**config.mk**
```make
export PLATFORM = sky130hd
export DESIGN_NAME = uioc_top
export DESIGN_NICKNAME = d
export VERILOG_FILES = /design/src/pkg/uioc_pkg.sv /design/src/design/uioc_pin_drive.sv /design/src/design/uioc_top.sv
export SDC_FILE = /design/constraint.sdc
export NUM_CORES = 1
export LEC_CHECK = 0
export BUFFER_PORTS_ARGS = -buffer_cell sky130_fd_sc_hd__buf_2
export CORE_MARGIN = 2
export CORE_UTILIZATION = 30
export CTS_CLUSTER_DIAMETER = 60
export CTS_CLUSTER_SIZE = 20
export DETAILED_ROUTE_END_ITERATION = 8
export PLACE_DENSITY = 0.61
export RECOVER_POWER = 100
export SLEW_MARGIN = 10
export SYNTH_ARGS = -nofsm -noshare
export SYNTH_HDL_FRONTEND = slang
export SYNTH_SLANG_ARGS = --single-unit
```
**constraint.sdc**
```tcl
create_clock -name clk -period 10 [get_ports clk]
set_input_delay 0.5 -clock clk [delete_from_list [all_inputs] [get_ports clk]]
set_output_delay 0.5 -clock clk [all_outputs]
set_load 0.005 [all_outputs]
```
**src/pkg/uioc_pkg.sv**
```systemverilog
// constants for the uart i/o pin configuration and output port block
`default_nettype none
package uioc_pkg;
  // register indices; byte address is four times the index
  localparam logic [7:0] IDX_SET_A = 8'h10;
  localparam logic [7:0] IDX_CLR_A = 8'h11;
  localparam logic [7:0] IDX_CFG_0 = 8'h12;
  localparam logic [7:0] IDX_CFG_1 = 8'h14;
  localparam logic [7:0] IDX_SET_B = 8'h18;
  localparam logic [7:0] IDX_CLR_B = 8'h19;
  localparam logic [7:0] IDX_CFG_2 = 8'h1A;
  localparam logic [7:0] IDX_CFG_3 = 8'h1C;
  // writable bits of each configuration register
  localparam logic [7:0] CFG_0_MASK = 8'hFF;
  localparam logic [7:0] CFG_1_MASK = 8'hFF;
  localparam logic [7:0] CFG_2_MASK = 8'hF3;
  localparam logic [7:0] CFG_3_MASK = 8'h33;
  // values after reset
  localparam logic [7:0] CFG_RESET = 8'h00;
  localparam logic [7:0] OPR_RESET = 8'h00;
  // pin field codes
  localparam logic [1:0] CODE_INPUT = 2'h0;
  localparam logic [1:0] CODE_PORT = 2'h1;
  localparam logic [1:0] CODE_ALT10 = 2'h2;
  localparam logic [1:0] CODE_ALT11 = 2'h3;
  // per-pin availability of dedicated functions
  localparam logic [7:0] A_EN10 = 8'h9C;
  localparam logic [7:0] A_EN11 = 8'h00;
  localparam logic [7:0] A_OD10 = 8'h00;
  localparam logic [7:0] B_EN10 = 8'h54;
  localparam logic [7:0] B_EN11 = 8'h0C;
  localparam logic [7:0] B_OD10 = 8'h50;
  localparam logic [7:0] B_OD11 = 8'h0C;
  // axi4-lite responses
  localparam logic [1:0] RESP_OKAY = 2'h0;
  localparam logic [1:0] RESP_SLVERR = 2'h2;
  // least address width to reach the highest register
  localparam int MIN_ADDR_WIDTH = 7;
endpackage
`default_nettype wire

```
**src/design/uioc_pin_drive.sv**
```systemverilog
// one pin: output level and enable from its field code
`default_nettype none
module uioc_pin_drive #(
  parameter bit EN10 = 1'b0,
  parameter bit EN11 = 1'b0,
  parameter bit OD10 = 1'b0,
  parameter bit OD11 = 1'b0
) (
  input wire logic [1:0] code,
  input wire logic port_bit,
  input wire logic src10,
  input wire logic src11,
  output logic pin_out,
  output logic pin_oe
);
  wire logic sel_port = (code == uioc_pkg::CODE_PORT);
  wire logic sel10 = (code == uioc_pkg::CODE_ALT10) && EN10;
  wire logic sel11 = (code == uioc_pkg::CODE_ALT11) && EN11;
  // open drain only pulls low when its source is low
  wire logic od = (sel10 && OD10) || (sel11 && OD11);
  wire logic src = sel10 ? src10 : src11;

  always_comb
  begin
    pin_out = 1'b0;
    pin_oe = 1'b0;
    if (sel_port)
    begin
      pin_out = ~port_bit;
      pin_oe = 1'b1;
    end
    else if (od)
    begin
      pin_out = 1'b0;
      pin_oe = ~src;
    end
    else if (sel10 || sel11)
    begin
      pin_out = src;
      pin_oe = 1'b1;
    end
  end
endmodule // uioc_pin_drive
`default_nettype wire

```
**src/design/uioc_top.sv**
```systemverilog
// uart i/o pin configuration, output port and axi4-lite register slave
//
// Overview of operation
// pin 3A: input, port bit 3, 16x tx clock
// pin 2A: input, port bit 2, 1x tx clock
// pin 7A: input, port bit 7, B 1x tx clock
// pin 6A: input or port bit 6 only
// pin 4A: input, port bit 4, 16x rx clock
// pin 3B: input, port bit 3, open-drain timer 0
// pin 2B: input, port bit, rx clock, timer 1
// config 3 bits 7:6, 3:2 read zero
// pin 6B: input, port bit 6, tx interrupt
// pin 4B: input, port bit 4, rx interrupt
// set port writes force marked bits one
// clear port writes force marked bits zero
// port-driven pins carry the inverted bit
// port bit drives pin only on code 01
// output port unreadable, set/clear only
// inputs always live; 00 disables driver
// reset clears configuration, all pins input
// reserved codes leave driver off
// reset clears output port, pins high
//
// Our own choice: register access over AXI4-Lite.
`default_nettype none
module uioc_top #(
  parameter int ADDR_WIDTH = 8
) (
  input wire logic clk,
  input wire logic rst_n,
  input wire logic [ADDR_WIDTH-1:0] s_axi_awaddr,
  input wire logic s_axi_awvalid,
  output logic s_axi_awready,
  input wire logic [31:0] s_axi_wdata,
  input wire logic [3:0] s_axi_wstrb,
  input wire logic s_axi_wvalid,
  output logic s_axi_wready,
  output logic [1:0] s_axi_bresp,
  output logic s_axi_bvalid,
  input wire logic s_axi_bready,
  input wire logic [ADDR_WIDTH-1:0] s_axi_araddr,
  input wire logic s_axi_arvalid,
  output logic s_axi_arready,
  output logic [31:0] s_axi_rdata,
  output logic [1:0] s_axi_rresp,
  output logic s_axi_rvalid,
  input wire logic s_axi_rready,
  input wire logic transmit_clock_16x,
  input wire logic transmit_clock_1x,
  input wire logic transmit_clock_1x_b,
  input wire logic receive_clock_16x,
  input wire logic receive_clock_1x,
  input wire logic timer_0_out,
  input wire logic timer_1_out,
  input wire logic transmit_interrupt_out,
  input wire logic receive_interrupt_out,
  input wire logic [7:0] pin_a_in,
  output logic [7:0] pin_a_out,
  output logic [7:0] pin_a_oe,
  input wire logic [7:0] pin_b_in,
  output logic [7:0] pin_b_out,
  output logic [7:0] pin_b_oe,
  output logic [7:0] general_input_a,
  output logic [7:0] general_input_b
);
  generate
    if (ADDR_WIDTH < uioc_pkg::MIN_ADDR_WIDTH)
    begin : g_bad_width
      $error("ADDR_WIDTH too small for the register map");
    end
  endgenerate

  // word index of a byte address
  function automatic logic [ADDR_WIDTH-3:0] word_of(input logic [ADDR_WIDTH-1:0] addr);
    word_of = addr[ADDR_WIDTH-1:2];
  endfunction

  // does a byte address select a given register index
  function automatic logic hits(input logic [ADDR_WIDTH-1:0] addr, input logic [7:0] idx);
    hits = (word_of(addr) == (ADDR_WIDTH-2)'(idx));
  endfunction

  // reset release through two flip-flops
  logic rst_meta_n;
  logic rst_sync_n;

  always_ff @(posedge clk or negedge rst_n)
  begin
    if (!rst_n)
    begin
      rst_meta_n <= 1'b0;
      rst_sync_n <= 1'b0;
    end
    else
    begin
      rst_meta_n <= 1'b1;
      rst_sync_n <= rst_meta_n;
    end
  end

  // state
  logic [7:0] pin_config_0;
  logic [7:0] pin_config_1;
  logic [7:0] pin_config_2;
  logic [7:0] pin_config_3;
  logic [7:0] output_port_a;
  logic [7:0] output_port_b;
  logic aw_held;
  logic w_held;
  logic [ADDR_WIDTH-1:0] aw_addr;
  logic [7:0] w_byte;
  logic w_lane0;

  // write channel handshakes
  wire logic aw_take = s_axi_awvalid && s_axi_awready;
  wire logic w_take = s_axi_wvalid && s_axi_wready;
  wire logic do_write = aw_held && w_held && !s_axi_bvalid;
  wire logic b_done = s_axi_bvalid && s_axi_bready;
  wire logic next_aw_held = aw_take || (aw_held && !do_write);
  wire logic next_w_held = w_take || (w_held && !do_write);

  // write decode
  wire logic wr_set_a = do_write && w_lane0 && hits(aw_addr, uioc_pkg::IDX_SET_A);
  wire logic wr_clr_a = do_write && w_lane0 && hits(aw_addr, uioc_pkg::IDX_CLR_A);
  wire logic wr_set_b = do_write && w_lane0 && hits(aw_addr, uioc_pkg::IDX_SET_B);
  wire logic wr_clr_b = do_write && w_lane0 && hits(aw_addr, uioc_pkg::IDX_CLR_B);
  wire logic wr_cfg_0 = do_write && w_lane0 && hits(aw_addr, uioc_pkg::IDX_CFG_0);
  wire logic wr_cfg_1 = do_write && w_lane0 && hits(aw_addr, uioc_pkg::IDX_CFG_1);
  wire logic wr_cfg_2 = do_write && w_lane0 && hits(aw_addr, uioc_pkg::IDX_CFG_2);
  wire logic wr_cfg_3 = do_write && w_lane0 && hits(aw_addr, uioc_pkg::IDX_CFG_3);
  wire logic wr_mapped = hits(aw_addr, uioc_pkg::IDX_SET_A) || hits(aw_addr, uioc_pkg::IDX_CLR_A)
    || hits(aw_addr, uioc_pkg::IDX_SET_B) || hits(aw_addr, uioc_pkg::IDX_CLR_B)
    || hits(aw_addr, uioc_pkg::IDX_CFG_0) || hits(aw_addr, uioc_pkg::IDX_CFG_1)
    || hits(aw_addr, uioc_pkg::IDX_CFG_2) || hits(aw_addr, uioc_pkg::IDX_CFG_3);

  // output port next values
  wire logic [7:0] next_port_a = wr_set_a ? (output_port_a | w_byte)
    : wr_clr_a ? (output_port_a & ~w_byte)
    : output_port_a;
  wire logic [7:0] next_port_b = wr_set_b ? (output_port_b | w_byte)
    : wr_clr_b ? (output_port_b & ~w_byte)
    : output_port_b;

  // read channel
  wire logic ar_take = s_axi_arvalid && s_axi_arready;
  wire logic r_done = s_axi_rvalid && s_axi_rready;
  wire logic next_rvalid = ar_take || (s_axi_rvalid && !r_done);
  wire logic rd_cfg_0 = hits(s_axi_araddr, uioc_pkg::IDX_CFG_0);
  wire logic rd_cfg_1 = hits(s_axi_araddr, uioc_pkg::IDX_CFG_1);
  wire logic rd_cfg_2 = hits(s_axi_araddr, uioc_pkg::IDX_CFG_2);
  wire logic rd_cfg_3 = hits(s_axi_araddr, uioc_pkg::IDX_CFG_3);
  // set and clear ports read as zero; the port value itself never reads
  wire logic rd_wo = hits(s_axi_araddr, uioc_pkg::IDX_SET_A)
    || hits(s_axi_araddr, uioc_pkg::IDX_CLR_A)
    || hits(s_axi_araddr, uioc_pkg::IDX_SET_B)
    || hits(s_axi_araddr, uioc_pkg::IDX_CLR_B);
  wire logic rd_mapped = rd_cfg_0 || rd_cfg_1 || rd_cfg_2 || rd_cfg_3 || rd_wo;
  wire logic [7:0] rd_byte = rd_cfg_0 ? pin_config_0
    : rd_cfg_1 ? pin_config_1
    : rd_cfg_2 ? (pin_config_2 & uioc_pkg::CFG_2_MASK)
    : rd_cfg_3 ? (pin_config_3 & uioc_pkg::CFG_3_MASK)
    : 8'h00;

  // write address and data capture
  always_ff @(posedge clk or negedge rst_sync_n)
  begin
    if (!rst_sync_n)
    begin
      aw_held <= 1'b0;
      w_held <= 1'b0;
      aw_addr <= '0;
      w_byte <= 8'h00;
      w_lane0 <= 1'b0;
      s_axi_awready <= 1'b0;
      s_axi_wready <= 1'b0;
    end
    else
    begin
      aw_held <= next_aw_held;
      w_held <= next_w_held;
      s_axi_awready <= !next_aw_held;
      s_axi_wready <= !next_w_held;
      if (aw_take)
      begin
        aw_addr <= s_axi_awaddr;
      end
      if (w_take)
      begin
        w_byte <= s_axi_wdata[7:0];
        w_lane0 <= s_axi_wstrb[0];
      end
    end
  end

  // write response
  always_ff @(posedge clk or negedge rst_sync_n)
  begin
    if (!rst_sync_n)
    begin
      s_axi_bvalid <= 1'b0;
      s_axi_bresp <= uioc_pkg::RESP_OKAY;
    end
    else if (do_write)
    begin
      s_axi_bvalid <= 1'b1;
      s_axi_bresp <= wr_mapped ? uioc_pkg::RESP_OKAY : uioc_pkg::RESP_SLVERR;
    end
    else if (b_done)
    begin
      s_axi_bvalid <= 1'b0;
    end
  end

  // configuration and output port registers
  always_ff @(posedge clk or negedge rst_sync_n)
  begin
    if (!rst_sync_n)
    begin
      pin_config_0 <= uioc_pkg::CFG_RESET;
      pin_config_1 <= uioc_pkg::CFG_RESET;
      pin_config_2 <= uioc_pkg::CFG_RESET;
      pin_config_3 <= uioc_pkg::CFG_RESET;
      output_port_a <= uioc_pkg::OPR_RESET;
      output_port_b <= uioc_pkg::OPR_RESET;
    end
    else
    begin
      output_port_a <= next_port_a;
      output_port_b <= next_port_b;
      if (wr_cfg_0)
      begin
        pin_config_0 <= w_byte & uioc_pkg::CFG_0_MASK;
      end
      if (wr_cfg_1)
      begin
        pin_config_1 <= w_byte & uioc_pkg::CFG_1_MASK;
      end
      if (wr_cfg_2)
      begin
        pin_config_2 <= w_byte & uioc_pkg::CFG_2_MASK;
      end
      if (wr_cfg_3)
      begin
        pin_config_3 <= w_byte & uioc_pkg::CFG_3_MASK;
      end
    end
  end

  // read answer
  always_ff @(posedge clk or negedge rst_sync_n)
  begin
    if (!rst_sync_n)
    begin
      s_axi_arready <= 1'b0;
      s_axi_rvalid <= 1'b0;
      s_axi_rdata <= 32'h0000_0000;
      s_axi_rresp <= uioc_pkg::RESP_OKAY;
    end
    else
    begin
      s_axi_arready <= !next_rvalid;
      s_axi_rvalid <= next_rvalid;
      if (ar_take)
      begin
        s_axi_rdata <= {24'h00_0000, rd_byte};
        s_axi_rresp <= rd_mapped ? uioc_pkg::RESP_OKAY : uioc_pkg::RESP_SLVERR;
      end
    end
  end

  // per-pin field codes; pins without a field see a zero field
  wire logic [15:0] codes_a = {pin_config_1, pin_config_0};
  wire logic [15:0] codes_b = {pin_config_3, pin_config_2};

  // dedicated sources per pin, code 10 and code 11
  wire logic [7:0] src10_a = {transmit_clock_1x_b, 2'b00, receive_clock_16x,
    transmit_clock_16x, transmit_clock_1x, 2'b00};
  wire logic [7:0] src10_b = {1'b0, ~transmit_interrupt_out, 1'b0,
    ~receive_interrupt_out, 1'b0, receive_clock_1x, 2'b00};
  wire logic [7:0] src11_b = {4'h0, timer_0_out, timer_1_out, 2'b00};

  logic [7:0] next_a_out;
  logic [7:0] next_a_oe;
  logic [7:0] next_b_out;
  logic [7:0] next_b_oe;

  genvar i;
  generate
    for (i = 0; i < 8; i++)
    begin : g_pin
      uioc_pin_drive #(
        .EN10(uioc_pkg::A_EN10[i]),
        .EN11(uioc_pkg::A_EN11[i]),
        .OD10(uioc_pkg::A_OD10[i]),
        .OD11(1'b0)
      ) u_pin_a (
        .code(codes_a[2*i+1:2*i]),
        .port_bit(output_port_a[i]),
        .src10(src10_a[i]),
        .src11(1'b0),
        .pin_out(next_a_out[i]),
        .pin_oe(next_a_oe[i])
      );
      uioc_pin_drive #(
        .EN10(uioc_pkg::B_EN10[i]),
        .EN11(uioc_pkg::B_EN11[i]),
        .OD10(uioc_pkg::B_OD10[i]),
        .OD11(uioc_pkg::B_OD11[i])
      ) u_pin_b (
        .code(codes_b[2*i+1:2*i]),
        .port_bit(output_port_b[i]),
        .src10(src10_b[i]),
        .src11(src11_b[i]),
        .pin_out(next_b_out[i]),
        .pin_oe(next_b_oe[i])
      );
    end
  endgenerate

  // registered pin drive and always-live input sampling
  always_ff @(posedge clk or negedge rst_sync_n)
  begin
    if (!rst_sync_n)
    begin
      pin_a_out <= 8'h00;
      pin_a_oe <= 8'h00;
      pin_b_out <= 8'h00;
      pin_b_oe <= 8'h00;
      general_input_a <= 8'h00;
      general_input_b <= 8'h00;
    end
    else
    begin
      pin_a_out <= next_a_out;
      pin_a_oe <= next_a_oe;
      pin_b_out <= next_b_out;
      pin_b_oe <= next_b_oe;
      general_input_a <= pin_a_in;
      general_input_b <= pin_b_in;
    end
  end
endmodule // uioc_top
`default_nettype wire

```
==> flow_metrics.tcl <==
set metrics [dict create \
    crit_path_end_kind "register" \
    crit_fanout 17 \
    dr.max_layer_used "met4" \
    flow.area_growth_from_synthesis_pct 24.72 \
    finalWorstPathRequiredPeriod_ps 3043 \
    cp-start-kind "register" \
    finish.cell_count_without_fillers 720 \
    cts.sinks 115 \
    comb_power_share 0.174 \
    yosys.cell_types.count 42 \
    worst_setup_hold_path_clk_slew_ps 50 \
    yosys_warnings 0 \
    tritoncts.num_buffers 17 \
    number_of_buffers_added_for_setup_after_cts 0 \
    wl_per_cell_um 14.47 \
    fp.dieArea_mm2 0.01706 \
    proportion_of_layout_cells_with_a_drive_suffix_above_1 0.2817 \
    layout.core_utilization 0.3803 \
    worst_hold_margin_ps 191.2 \
    placed_cell_area_mm2 0.005459 \
    mean_area_per_synthesized_cell_um2 12.96 \
    drt_pass1_iterations 5 \
    power_switching_share 0.2862 \
    grt_first_pass_wirelength_um 16620 \
    insertion_delay_ps 410 \
    cts_buffer_depth 2 \
    hold_violations 0 \
    numPlacedInstances 687 \
    power.net_switching_uw 452.5 \
    met1Wirelength_um 4480 \
    synth_seq_cells 115 \
    result_of_the_run "finished with violations" \
    number_of_antenna_violations_at_the_first_check_in_global_routing 0 \
    layout_worst_path_cycle_share 0.3043 \
    grt_pass1_vias 3222 \
    clk_root_buf "sky130_fd_sc_hd__clkbuf_16" \
    synthArstFlopShare 1.000 \
    ir_drop_mv 0.1447 \
    drt_first_iter_violations 99 \
    cts_tree "done" \
    failed_checks "max-capacitance violations, max-slew violations" \
    fin_total_pwr_mw 1.581 \
    final-setup-viol-count 0 \
    nets 583 \
    dominantRegCellSynth "sky130_fd_sc_hd__dfrtp_1" \
    detail_route.vias_per_cell 4.307 \
    layout.cell_area.non_filler_mm2 0.005997 \
    diodes 0 \
    core_mm2 0.01577 \
    rsz0062_at_grt "no" \
    globalRoute.totalOverflow 0 \
    row_count 46 \
    layout_setup_ws_ps 6957 \
    hold_class "in2reg" \
    worst_pin_slew_ps 2056 \
    met3_wirelength_um 786 \
    internal_power_mw 1.129 \
    data_required_critical_path_ps 10300 \
    drc 0 \
    grt.total_usage 0.1317 \
    wl_met2_um 4998 \
    tns_ps 0 \
    power_density_mw_per_mm2 263.7 \
    synth_edf_count 0 \
    post_cts.resized_instances 0 \
    routabilityCongestion 0.8011 \
    syn_inst 371 \
    fin_skew_ps 5.347 \
    slew-limit-headroom -0.3831 \
    clockPowerShare 0.390 \
    dp_hpwl_um 7532 \
    total_leakage_power_nw 2.958 \
    grt_max_degree 85 \
    max_clock_freq_mhz 328.6 \
    pre_cts_slack_ps 7841 \
    seq_area_frac_synth 0.5985 \
    io_count 173 \
    die_extent_in_x_um 130.6 \
    wl_um 10420 \
    starting_utilization_of_the_core_area 0.3049 \
    ctsHtreeMaxLevel 4 \
    share_seq_of_total_power 0.436 \
    die_h_um 130.6 \
    maxCapViolCount 1 \
    mappedNetlistArea_mm2 0.004808 \
    holdBufCountCts 1 \
    port_buffers 109 \
    finalMaxSlewViolations 9 \
    timing_worst_setup_path_type "reg2reg" \
    worst_ep_arrival_time_ps 3340 \
    route.antenna.remaining_nets 0 \
    vias 3101 \
]
-- cell usage in the layout, fill, tap and decap left out, types with 4 or more instances in the layout --
cell	n
sky130_fd_sc_hd__a22o_1	5
sky130_fd_sc_hd__clkbuf_8	4
sky130_fd_sc_hd__clkinv_2	6
sky130_fd_sc_hd__mux2_2	34
sky130_fd_sc_hd__o21ai_0	7
sky130_fd_sc_hd__inv_1	38
sky130_fd_sc_hd__dfrtp_1	115
sky130_fd_sc_hd__clkbuf_1	36
sky130_fd_sc_hd__mux2i_1	34
sky130_fd_sc_hd__and2_0	6
sky130_fd_sc_hd__nand2_1	17
sky130_fd_sc_hd__clkbuf_16	17
sky130_fd_sc_hd__conb_1	33
sky130_fd_sc_hd__ha_1	8
sky130_fd_sc_hd__buf_2	74
sky130_fd_sc_hd__nor2_1	5
sky130_fd_sc_hd__nor4_1	15
sky130_fd_sc_hd__nor2b_1	7
sky130_fd_sc_hd__nand2b_1	5
sky130_fd_sc_hd__o22ai_1	4
-- worst paths after layout --
check / start / slack, ps / cells after the start / end
worst max-delay path: aw_addr[2]$_DFFE_PN0P_ / 6960 / 3 / pin_config_1[3]$_DFFE_PN0P_
worst min-delay path: pin_a_in[4] / 190 / 1 / general_input_a[4]$_DFF_PN0_
worst max register to register: aw_addr[2]$_DFFE_PN0P_ / 6960 / 3 / pin_config_1[3]$_DFFE_PN0P_
worst min register to register: rst_meta_n$_DFF_PN0_ / 350 / 0 / rst_sync_n$_DFF_PN0_
max in group asynchronous: rst_sync_n$_DFF_PN0_ / 7870 / 1 / async pin
min in group asynchronous: rst_n / 410 / 2 / rst_meta_n$_DFF_PN0_
-- Yosys cell counts, types with 4 or more instances --
library cell | number | area share
sky130_fd_sc_hd__dfrtp_1 | 115 | 0.60
sky130_fd_sc_hd__inv_1 | 38 | 0.030
sky130_fd_sc_hd__mux2_2 | 34 | 0.080
sky130_fd_sc_hd__mux2i_1 | 34 | 0.071
sky130_fd_sc_hd__buf_4 | 32 | 0.050
sky130_fd_sc_hd__nand2_1 | 17 | 0.013
sky130_fd_sc_hd__nor4_1 | 13 | 0.017
sky130_fd_sc_hd__ha_1 | 8 | 0.021
sky130_fd_sc_hd__and2_1 | 7 | 0.0091
sky130_fd_sc_hd__nor2b_1 | 7 | 0.0091
sky130_fd_sc_hd__o21ai_0 | 7 | 0.0073
sky130_fd_sc_hd__a22o_1 | 5 | 0.0091
sky130_fd_sc_hd__clkbuf_1 | 5 | 0.0039
sky130_fd_sc_hd__nand2b_1 | 5 | 0.0065
sky130_fd_sc_hd__nor2_1 | 5 | 0.0039
sky130_fd_sc_hd__o22ai_1 | 4 | 0.0052
-- critical path, stage by stage, from the launching register on --
cell	delay (ps)
sky130_fd_sc_hd__dfrtp_1	600
sky130_fd_sc_hd__nand4bb_1	310
sky130_fd_sc_hd__nor4_1	1560
sky130_fd_sc_hd__mux2_2	440
-- kinds of logic (layout without fill, tap and decap cells) --
kind of cell	Yosys count	after routing	synth area share
flops	115	115	0.5985
buf+inv	79	181	0.09055
simple gates	71	71	0.09550
mux	68	68	0.1504
compound gates	26	26	0.03851
fa+ha+maj	10	10	0.02498
other cells	2	33	0.001562
-- final cells by class --
cell class              count  area [µm²]
clock inverters            10       128.9
fillers                  1563        9773
well taps                 216       270.3
multi-input cells         208        1574
clock buffers              22       484.2
repair buffers            111       519.2
flip-flops and latches    115        2878
inverters                  38       142.6
-- metal layers --
metal / global-route usage / vias to the layer above
met5: 0 / -
li1: - / 1447
met1: 0.1601 / 1523
met4: 0.05444 / 0
met3: 0.05537 / 13
met2: 0.2071 / 118
-- power groups by stage --
stage	Sequential, mW	Combinational (mW)	Clock [mW]
2_1_floorplan	0.657	0.222	0
3_3_place_gp	0.692	0.279	0
3_5_place_dp	0.699	0.287	0
4_1_cts	0.691	0.290	0.633
5_1_grt	0.709	0.311	0.659
6_report	0.690	0.274	0.617
(Power assumes the default switching activity.)
